File: src/sram_array_pkg.sv
package sram_array_pkg;

    // ------------------------------------------------------------
    // array geometry
    // ------------------------------------------------------------
    localparam int ADDR_W        = 12;
    localparam int NIBBLE_W      = 4;
    localparam int BYTE_W        = 8;
    localparam int SEL_N         = 4;
    localparam int USER_ADDR_W   = 14;

    // ------------------------------------------------------------
    // timing (ns figures, cycle counts at the 250 MHz ref_clk)
    // ------------------------------------------------------------
    localparam int CLK_PERIOD_NS = 4;
    localparam int T_ENABLE_HIGH_NS = 150;
    localparam int T_ENABLE_LOW_NS  = 350;
    localparam int T_ADDR_SETUP_NS  = 10;
    localparam int T_ADDR_HOLD_NS   = 70;
    localparam int T_DATA_SETUP_NS  = 170;
    localparam int T_ACCESS_NS      = 350;

    localparam int MIN_ENABLE_HIGH_CYC = (T_ENABLE_HIGH_NS + CLK_PERIOD_NS - 1) / CLK_PERIOD_NS;
    localparam int ENABLE_LOW_CYC      = (T_ENABLE_LOW_NS + CLK_PERIOD_NS - 1) / CLK_PERIOD_NS;
    localparam int ADDR_SETUP_CYC      = (T_ADDR_SETUP_NS + CLK_PERIOD_NS - 1) / CLK_PERIOD_NS;
    localparam int ADDR_HOLD_CYC       = (T_ADDR_HOLD_NS + CLK_PERIOD_NS - 1) / CLK_PERIOD_NS;
    localparam int DATA_SETUP_CYC      = (T_DATA_SETUP_NS + CLK_PERIOD_NS - 1) / CLK_PERIOD_NS;
    localparam int ACCESS_CYC          = (T_ACCESS_NS + CLK_PERIOD_NS - 1) / CLK_PERIOD_NS;

    localparam int CNT_W = 8;

    // ------------------------------------------------------------
    // states
    // ------------------------------------------------------------
    typedef enum logic [2:0] {
        ST_RECOVER,
        ST_IDLE,
        ST_SETUP,
        ST_ACTIVE,
        ST_PRECHARGE,
        ST_RETAIN
    } ctrl_state_e;

endpackage : sram_array_pkg

File: src/pin_sync_if.sv
`timescale 1ns/1ns
interface pin_sync_if;
    import sram_array_pkg::*;
    logic [BYTE_W-1:0] raw;
    logic [BYTE_W-1:0] synced;
    modport owner (output raw, input synced);
    modport sync  (input raw, output synced);
endinterface : pin_sync_if

File: src/pin_sync.sv
`timescale 1ns/1ns
module pin_sync
    import sram_array_pkg::*;
(
    // clock and reset
    input  wire logic ref_clk,
    input  wire logic resetn,
    input  wire logic clk_en,
    // pins
    pin_sync_if.sync  pins
);
    logic [BYTE_W-1:0] stage1_ff;
    logic [BYTE_W-1:0] stage2_ff;

    // ------------------------------------------------------------
    // two-flop synchroniser for data returned by the array
    // ------------------------------------------------------------
    always_ff @(posedge ref_clk or negedge resetn) begin
        if (!resetn) begin
            stage1_ff <= '0;
            stage2_ff <= '0;
        end else if (clk_en) begin
            stage1_ff <= pins.raw;
            stage2_ff <= stage1_ff;
        end
    end

    assign pins.synced = stage2_ff;
endmodule : pin_sync

File: src/sram_array_host.sv
`timescale 1ns/1ns
module sram_array_host
    import sram_array_pkg::*;
(
    // clock, reset, enable
    input  wire logic                  ref_clk,
    input  wire logic                  resetn,
    input  wire logic                  clk_en,
    // configuration and power
    input  wire logic                  byte_mode,
    input  wire logic                  retain_req,
    input  wire logic                  supply_ok,
    // user request
    input  wire logic                  req_valid,
    output logic                       req_ready,
    input  wire logic                  req_write,
    input  wire logic [USER_ADDR_W-1:0] req_addr,
    input  wire logic [BYTE_W-1:0]     req_wdata,
    output logic                       rd_valid,
    output logic [BYTE_W-1:0]          rd_data,
    // array pins
    output logic [ADDR_W-1:0]          mem_addr,
    output logic                       block_a_low_select,
    output logic                       block_a_high_select,
    output logic                       block_b_low_select,
    output logic                       block_b_high_select,
    output logic                       block_a_write_strobe,
    output logic                       block_b_write_strobe,
    output logic [NIBBLE_W-1:0]        block_a_din,
    output logic [NIBBLE_W-1:0]        block_b_din,
    input  wire logic [NIBBLE_W-1:0]   block_a_dout,
    input  wire logic [NIBBLE_W-1:0]   block_b_dout
);

    // ------------------------------------------------------------
    // state
    // ------------------------------------------------------------
    ctrl_state_e              state_ff;
    logic [CNT_W-1:0]         cnt_ff;
    logic [SEL_N-1:0]         sel_low_ff;
    logic [SEL_N-1:0]         sel_pick_ff;
    logic                     write_ff;
    logic                     nibble_hi_ff;
    logic                     mode_ff;
    logic [ADDR_W-1:0]        addr_ff;
    logic [BYTE_W-1:0]        wdata_ff;
    logic                     wstrobe_ff;
    logic                     ok_s1_ff;
    logic                     ok_s2_ff;
    logic                     ret_s1_ff;
    logic                     ret_s2_ff;
    logic [SEL_N-1:0]         nxt_sel;
    logic                     cnt_done;

    pin_sync_if rd_pins ();

    assign rd_pins.raw = {block_b_dout, block_a_dout};

    pin_sync u_rd_sync (
        .ref_clk (ref_clk),
        .resetn  (resetn),
        .clk_en  (clk_en),
        .pins    (rd_pins)
    );

    // ------------------------------------------------------------
    // supply and retention inputs
    // ------------------------------------------------------------
    always_ff @(posedge ref_clk or negedge resetn) begin
        if (!resetn) begin
            ok_s1_ff  <= 1'b0;
            ok_s2_ff  <= 1'b0;
            ret_s1_ff <= 1'b0;
            ret_s2_ff <= 1'b0;
        end else if (clk_en) begin
            ok_s1_ff  <= supply_ok;
            ok_s2_ff  <= ok_s1_ff;
            ret_s1_ff <= retain_req;
            ret_s2_ff <= ret_s1_ff;
        end
    end

    assign cnt_done = (cnt_ff == '0);

    // ------------------------------------------------------------
    // select decode
    // ------------------------------------------------------------
    // select index order: a_low, a_high, b_low, b_high
    always_comb begin
        nxt_sel = '0;
        if (byte_mode) begin
            // both halves of one address half together
            nxt_sel = req_addr[ADDR_W] ? 4'hA : 4'h5;
        end else begin
            // one select per 4K quarter, halves kept apart
            nxt_sel[req_addr[ADDR_W +: 2]] = 1'b1;
        end
    end

    // ------------------------------------------------------------
    // sequencer
    // ------------------------------------------------------------
    always_ff @(posedge ref_clk or negedge resetn) begin
        if (!resetn) begin
            state_ff     <= ST_RECOVER;
            cnt_ff       <= CNT_W'(MIN_ENABLE_HIGH_CYC);
            sel_low_ff   <= '0;
            sel_pick_ff  <= '0;
            write_ff     <= 1'b0;
            nibble_hi_ff <= 1'b0;
            mode_ff      <= 1'b0;
            wstrobe_ff   <= 1'b0;
        end else if (clk_en) begin
            if (!cnt_done) begin
                cnt_ff <= cnt_ff - CNT_W'(1);
            end
            case (state_ff)
                ST_RECOVER: begin
                    // supply not yet good: hold the interval count loaded
                    sel_low_ff <= '0;
                    if (!ok_s2_ff) begin
                        cnt_ff <= CNT_W'(MIN_ENABLE_HIGH_CYC);
                    end else if (cnt_done) begin
                        state_ff <= ST_IDLE;
                    end
                end
                ST_IDLE: begin
                    if (ret_s2_ff || !ok_s2_ff) begin
                        state_ff <= ST_RETAIN;
                    end else if (req_valid) begin
                        sel_pick_ff  <= nxt_sel;
                        write_ff     <= req_write;
                        mode_ff      <= byte_mode;
                        nibble_hi_ff <= req_addr[ADDR_W+1];
                        cnt_ff       <= CNT_W'(ADDR_SETUP_CYC);
                        state_ff     <= ST_SETUP;
                    end
                end
                ST_SETUP: begin
                    if (cnt_done) begin
                        // single fall, only from all-high
                        sel_low_ff <= sel_pick_ff;
                        wstrobe_ff <= write_ff;
                        cnt_ff     <= CNT_W'(ENABLE_LOW_CYC);
                        state_ff   <= ST_ACTIVE;
                    end
                end
                ST_ACTIVE: begin
                    if (cnt_done) begin
                        // strobe and select rise together, data held past
                        sel_low_ff <= '0;
                        wstrobe_ff <= 1'b0;
                        cnt_ff     <= CNT_W'(MIN_ENABLE_HIGH_CYC);
                        state_ff   <= ST_PRECHARGE;
                    end
                end
                ST_PRECHARGE: begin
                    // every select high a full interval between cycles
                    if (cnt_done) begin
                        state_ff <= ST_IDLE;
                    end
                end
                ST_RETAIN: begin
                    // selects and write strobes high, address and data parked low
                    sel_low_ff <= '0;
                    if (!ret_s2_ff && ok_s2_ff) begin
                        cnt_ff   <= CNT_W'(MIN_ENABLE_HIGH_CYC);
                        state_ff <= ST_RECOVER;
                    end else if (!ok_s2_ff) begin
                        cnt_ff <= CNT_W'(MIN_ENABLE_HIGH_CYC);
                    end
                end
                default: begin
                    state_ff   <= ST_RECOVER;
                    sel_low_ff <= '0;
                end
            endcase
        end
    end

    // ------------------------------------------------------------
    // address and write data registers
    // ------------------------------------------------------------
    // address held through the whole low phase, which covers hold time
    always_ff @(posedge ref_clk or negedge resetn) begin
        if (!resetn) begin
            addr_ff  <= '0;
            wdata_ff <= '0;
        end else if (clk_en) begin
            if (state_ff == ST_IDLE && req_valid && !ret_s2_ff && ok_s2_ff) begin
                addr_ff  <= req_addr[ADDR_W-1:0];
                wdata_ff <= req_write ? req_wdata : '0;
            end else if (state_ff == ST_RETAIN) begin
                addr_ff  <= '0;
                wdata_ff <= '0;
            end
        end
    end

    // ------------------------------------------------------------
    // read capture
    // ------------------------------------------------------------
    // sampled at end of the low phase; sync leaves 348 ns of it for access, under the 350 ns access time
    always_ff @(posedge ref_clk or negedge resetn) begin
        if (!resetn) begin
            rd_valid <= 1'b0;
            rd_data  <= '0;
        end else if (clk_en) begin
            rd_valid <= 1'b0;
            if (state_ff == ST_ACTIVE && cnt_done && !write_ff) begin
                rd_valid <= 1'b1;
                if (mode_ff) begin
                    // half a carries the upper nibble of a byte
                    rd_data <= {rd_pins.synced[NIBBLE_W-1:0], rd_pins.synced[BYTE_W-1:NIBBLE_W]};
                end else if (nibble_hi_ff) begin
                    rd_data <= {4'h0, rd_pins.synced[BYTE_W-1:NIBBLE_W]};
                end else begin
                    rd_data <= {4'h0, rd_pins.synced[NIBBLE_W-1:0]};
                end
            end
        end
    end

    // ------------------------------------------------------------
    // pin drive
    // ------------------------------------------------------------
    assign req_ready            = (state_ff == ST_IDLE) && !ret_s2_ff && ok_s2_ff;
    assign mem_addr             = addr_ff;
    assign block_a_low_select   = ~sel_low_ff[0];
    assign block_a_high_select  = ~sel_low_ff[1];
    assign block_b_low_select   = ~sel_low_ff[2];
    assign block_b_high_select  = ~sel_low_ff[3];
    assign block_a_write_strobe = ~(wstrobe_ff & (mode_ff | ~nibble_hi_ff));
    assign block_b_write_strobe = ~(wstrobe_ff & (mode_ff | nibble_hi_ff));
    assign block_a_din          = mode_ff ? wdata_ff[BYTE_W-1:NIBBLE_W] : wdata_ff[NIBBLE_W-1:0];
    assign block_b_din          = wdata_ff[NIBBLE_W-1:0];

endmodule : sram_array_host

File: config.mk
export PLATFORM = sky130hd
export DESIGN_NAME = sram_array_host
export DESIGN_NICKNAME = d
export VERILOG_FILES = /design/src/sram_array_pkg.sv /design/src/pin_sync_if.sv /design/src/pin_sync.sv /design/src/sram_array_host.sv
export SDC_FILE = /design/constraint.sdc
export NUM_CORES = 1
export LEC_CHECK = 0
export ABC_AREA = 1
export BUFFER_PORTS_ARGS = -buffer_cell sky130_fd_sc_hd__buf_2
export CELL_PAD_IN_SITES_DETAIL_PLACEMENT = 0
export CELL_PAD_IN_SITES_GLOBAL_PLACEMENT = 2
export CORE_MARGIN = 3
export CORE_UTILIZATION = 34
export DETAILED_ROUTE_END_ITERATION = 16
export GPL_ROUTABILITY_DRIVEN = 0
export HOLD_SLACK_MARGIN = 0.05
export PLACE_DENSITY = 0.86
export SYNTH_ARGS = -nofsm -noshare
export SYNTH_HDL_FRONTEND = slang
export SYNTH_SLANG_ARGS = --single-unit
File: constraint.sdc
create_clock -name ref_clk -period 3.95 [get_ports ref_clk]
set_input_delay 0.395 -clock ref_clk [delete_from_list [all_inputs] [get_ports ref_clk]]
set_output_delay 0.395 -clock ref_clk [all_outputs]
set_load 0.02 [all_outputs]
# == Word-level counts from Yosys, hierarchy flattened ==
# Cells that the tools add are included.
# totals
regBits,72
in_bits,38
out_inout_bits,36
elab_cells,103
# classes
n_addsub,1
order_cmp,2
n_eq_ne,10
mux,35
bitwise,13
reduce_logical,24
# op_table
op,count
$mux 8,11
$pmux 8 s5,1
$mux 12,2
$mux 4,6
$mux 3,7
$pmux 3 s6,1
$pmux 4 s3,1
$reduce_and 4->1,3
$logic_and 1x1->1,9
$not 1->1,9
$logic_not 8->1,1
$ne 2x2->1 const B,4
$sub 8x1->8 const B,1
$eq 3x2->1 const B,2
$eq 3x3->1 const B,2
$reduce_and 6->1,1
$mux 1,4
$reduce_and 2->1,2
$reduce_bool 2->1,2
$eq 3x1->1 const B,1
$logic_not 1->1,3
$logic_not 3->1,1
$lt 2x3->1 const B,1
$ne 3x3->1 const B,1
7 further kinds,9

# == Longest topological paths before layout ==
# depth
word_depth,6
mapped_depth,12

# == By module ==
# From an unflattened synthesis, not the netlist that was laid out.
# hier_totals
cells_unflattened,435
hier_area_um2,3474.6
# by_module_without_submodules
mod,n_inst,cells_each,area_per_inst_um2,seq_area_each_um2
sram_array_host,1,367,2834.0,1405.1
pin_sync,1,68,640.6,400.4

# == Least setup slack after synthesis ==
# No wires, ideal clock.
# synth_path
kind,reg-to-reg
start,register cnt_ff[1]
end,register cnt_ff[0]
setup_ns,0.065
arrival_time_ns,1.539
required_ns,3.885
path_slack_ns,2.346
stages_incl_launch_ff,13
period_less_slack_ns,1.604
cell_sequence,dfstp_2 inv_1 ha_1 nand2_1 inv_1 nand2_2 buf_4 ha_1 nand2_1 nand2_1 nand2_1 nand2_1 nand2_1
# synth_via
elab_chain_len,5
elab_cells_between_ends,9
classes_between,mux (8); reduce/logical (1)
# synth_rtl
item,line,rtl
from (decl),sram_array_host.sv:39,logic [CNT_W-1:0] cnt_ff;
from (signal assigned),sram_array_host.sv:106,cnt_ff <= CNT_W'(MIN_ENABLE_HIGH_CYC);
from (signal assigned),sram_array_host.sv:115,cnt_ff <= cnt_ff - CNT_W'(1);
from (signal assigned),sram_array_host.sv:122,cnt_ff <= CNT_W'(MIN_ENABLE_HIGH_CYC);
$logic_not 8->1 (*),sram_array_host.sv:83,assign cnt_done = (cnt_ff == '0);
$mux 8,sram_array_host.sv:114,if (!cnt_done) begin
"$mux 8, on equally long branches","sram_array_host.sv:121, sram_array_host.sv:169, sram_array_host.sv:130",
"$mux 8, on equally long branches","sram_array_host.sv:166, sram_array_host.sv:128",
$pmux 8 s5 (*),sram_array_host.sv:117,case (state_ff)
# Every way passes the cells marked *; elsewhere a longest branch is shown, timed or not.
# A chain may end at the register's enable or synchronous reset.

# == Worst setup path in the final report ==
# layout_path
start,register state_ff[1]
end,output req_ready
# layout_via
elab_chain_len,3
# layout_rtl
item,line,rtl
from (decl),sram_array_host.sv:38,ctrl_state_e state_ff;
from (signal assigned),sram_array_host.sv:105,state_ff <= ST_RECOVER;
from (signal assigned),sram_array_host.sv:124,state_ff <= ST_IDLE;
from (signal assigned),sram_array_host.sv:129,state_ff <= ST_RETAIN;
$eq 3x1->1,sram_array_host.sv:227,assign req_ready = (state_ff == ST_IDLE) && !ret_s2_ff && ok_s2_ff;
$logic_and 1x1->1 (2 in a row),sram_array_host.sv:227,
to (decl),sram_array_host.sv:15,"output logic req_ready,"
# No other way between the ends.

==> impl_metrics.env <==
export IMPL_status="completed"
export IMPL_start_util=0.3534
export IMPL_power_leakage_nw=2.264
export IMPL_dp_cells=628
export IMPL_first_iter_violations=120
export IMPL_required_ps=3560
export IMPL_dieArea_um2=11550
export IMPL_numCtsBuffers=9
export IMPL_synth_cells=439
export IMPL_cts_root_buf="clkbuf_8"
export IMPL_power_density_nw_per_um2=653.5
export IMPL_maxCapViolations=0
export IMPL_cts_tree="done"
export IMPL_avgSynthCellArea_um2=7.977
export IMPL_crit_arrival_ps=1570
export IMPL_cp_end_kind="output pin"
export IMPL_fmax_ghz=0.5097
export IMPL_ys_seq_area_frac=0.5155
export IMPL_via_per_inst=4.543
export IMPL_crit_path_max_fanout=4
export IMPL_cts_sinks=72
export IMPL_grt_pass1_wl_um=13770
export IMPL_die_h_um=107.5
export IMPL_whs_ps=189.2
export IMPL_io_pins=74
export IMPL_area_delta_synth_final_pct=19.08
export IMPL_drive_gt1_frac=0.2216
export IMPL_finalCritPeriodShare=0.4967
export IMPL_clkLatencyLatePin_ps=340
export IMPL_layout_common_cells="nand2_1, buf_2, dfrtp_1"
export IMPL_rows=36
export IMPL_syn_nets=480
export IMPL_final_common_cell="nand2_1"
export IMPL_hold_viol_final=0
export IMPL_cts_clk_slew_worst_paths_ps=80
export IMPL_dpl_hpwl_um=5885
export IMPL_synthesis_area_um2=3502
export IMPL_post_route_min_period_ps=1962
export IMPL_gr_total_overflow=0
export IMPL_synth_cell_types=29
export IMPL_startpoint_type="register"
export IMPL_rsz0062_at_grt="no"
export IMPL_slew_viol_final=0
export IMPL_power_total_mw=2.725
export IMPL_ant_nets=0
export IMPL_post_cts_resized=0
export IMPL_via_count=2921
export IMPL_ys_flop_type="dfrtp_1"
export IMPL_port_buffer_count=73
export IMPL_placeableCoreArea_um2=9910
export IMPL_nets=547
export IMPL_dr_pass1_iters=5
export IMPL_yosysWarnings=0
export IMPL_async_flop_share=1.000
export IMPL_wire_per_inst_um=12.80
export IMPL_postCtsSetupRepairBufs=0
export IMPL_fp_dieW_um=107.5
export IMPL_nFillCells=1068
export IMPL_hold_class="input pin to asynchronous set/reset pin"
export IMPL_max_slew_margin=0.3672
export IMPL_max_slew_worst_pin_slew_ps=949.2
export IMPL_antenna_found_initial=0
export IMPL_h_tree_depth=3
export IMPL_drc=0
export IMPL_antennaDiodeCount=0
export IMPL_grt_usage=0.1493
export IMPL_clockBufferDepth=2
export IMPL_synth_seq_cells=72
export IMPL_finalWirelength_um=8232
export IMPL_vdd_drop_max_mv=0.2282
export IMPL_finalNonFillerCells=643
export IMPL_path_class="register to output pin"
export IMPL_grt_pass1_vias=2760
export IMPL_synth_edf_count=0
export IMPL_grt_max_degree=43
export IMPL_finClkSkew_ps=10.56
export IMPL_cts_hold_buf=0
export IMPL_setup_violations=0
export IMPL_fin_setup_tns_ps=0
registers in the layout (all words and copies together) (netlist names):
signal and cells:
rd_valid 1, wdata_ff 8, ok_s2_ff 1, cnt_ff 8, state_ff 3, u_rd_sync.pins.synced 8
sel_pick_ff 4, sel_low_ff 4, u_rd_sync.stage1_ff 8, ret_s1_ff 1, rd_data 8, nibble_hi_ff 1
ok_s1_ff 1, mem_addr 12, write_ff 1, mode_ff 1, wstrobe_ff 1, ret_s2_ff 1
power breakdown:
| part | switching, mW | internal [mW] |
|---|---|---|
| Sequential | 0.147 | 0.934 |
| Combinational | 0.628 | 0.320 |
| Clock | 0.279 | 0.418 |
worst max-delay path, cell delays in order (launching register included):
cell and delay (ps):
dfrtp_1 440, inv_2 120, nand2_2 80, nor2_4 130, inv_1 90, nor2_1 160, buf_2 200
layout make-up:
class,count,area [µm²],area share
clock buffer,10,127.6,0.03060
clock inverter,5,106.4,0.02550
inverter,42,157.7,0.03780
multi-input combinational,305,1419,0.3402
sequential,72,1805,0.4329
tap,133,166.4,0.03990
timing repair buffer,76,387.9,0.09301
routing by layer:
metal,vias up,share of wire,track usage
li1,1513,-,-
met1,1350,0.49,0.2150
met2,52,0.46,0.2238
met3,6,0.036,0.03479
met4,0,0.0097,0.04328
met5,-,0,0
worst paths after layout:
kind	startpoint	to	slack [ps]	cells after the start
setup / recovery	state_ff[1]$_DFFE_PN0P_	req_ready	1990	6
hold / removal	resetn	state_ff[1]$_DFFE_PN0P_	190	1
setup reg to reg	state_ff[1]$_DFFE_PN0P_	wdata_ff[0]$_DFFE_PN0P_	2040	9
hold reg to reg	cnt_ff[1]$_DFFE_PN1P_	cnt_ff[1]$_DFFE_PN1P_	470	2
max in group asynchronous	resetn	cnt_ff[2]$_DFFE_PN1P_	2740	2
min in group ref_clk	block_b_dout[2]	u_rd_sync.stage1_ff[6]$_DFFE_PN0P_	240	3
stage by stage:
| step | utilization | cell area [µm²] | setup WS, ps |
|---|---|---|---|
| finish | 0.4208 | 4170 | 1988 |
| global placement | 0.3972 | 3936 | 1726 |
| detailed placement | 0.3972 | 3936 | 1674 |
| CTS | 0.4208 | 4170 | 1992 |
| floorplan | - | 3502 | 2346 |
| global route | 0.4208 | 4170 | 1801 |
cells in the mapped netlist (3+ instances only):
| cell type | number | area share |
|---|---|---|
| inv_2 | 3 | 0.0032 |
| nand3_1 | 34 | 0.049 |
| buf_2 | 6 | 0.0086 |
| clkbuf_1 | 5 | 0.0054 |
| inv_1 | 39 | 0.042 |
| o22ai_1 | 4 | 0.0071 |
| nor2_1 | 25 | 0.027 |
| nor2_4 | 3 | 0.0096 |
| dfstp_2 | 3 | 0.023 |
| buf_4 | 6 | 0.013 |
| o21ai_2 | 8 | 0.020 |
| a21oi_1 | 5 | 0.0071 |
| o21ai_1 | 3 | 0.0043 |
| mux2i_1 | 3 | 0.0086 |
| nand2_1 | 172 | 0.18 |
| ha_1 | 3 | 0.011 |
| dfrtp_1 | 69 | 0.49 |
| o21ai_0 | 33 | 0.047 |
logic make-up (layout without fill, tap and decap cells):
family / count (synthesis) / after routing / share of synthesized area
buf+inv: 62 / 133 / 0.07931
simple gates: 242 / 242 / 0.2908
flops: 72 / 72 / 0.5155
fa+ha+maj: 3 / 3 / 0.01072
mux: 3 / 3 / 0.008575
compound gates: 55 / 55 / 0.09003
xor+xnor: 2 / 2 / 0.005003
(Power assumes the default switching activity.)
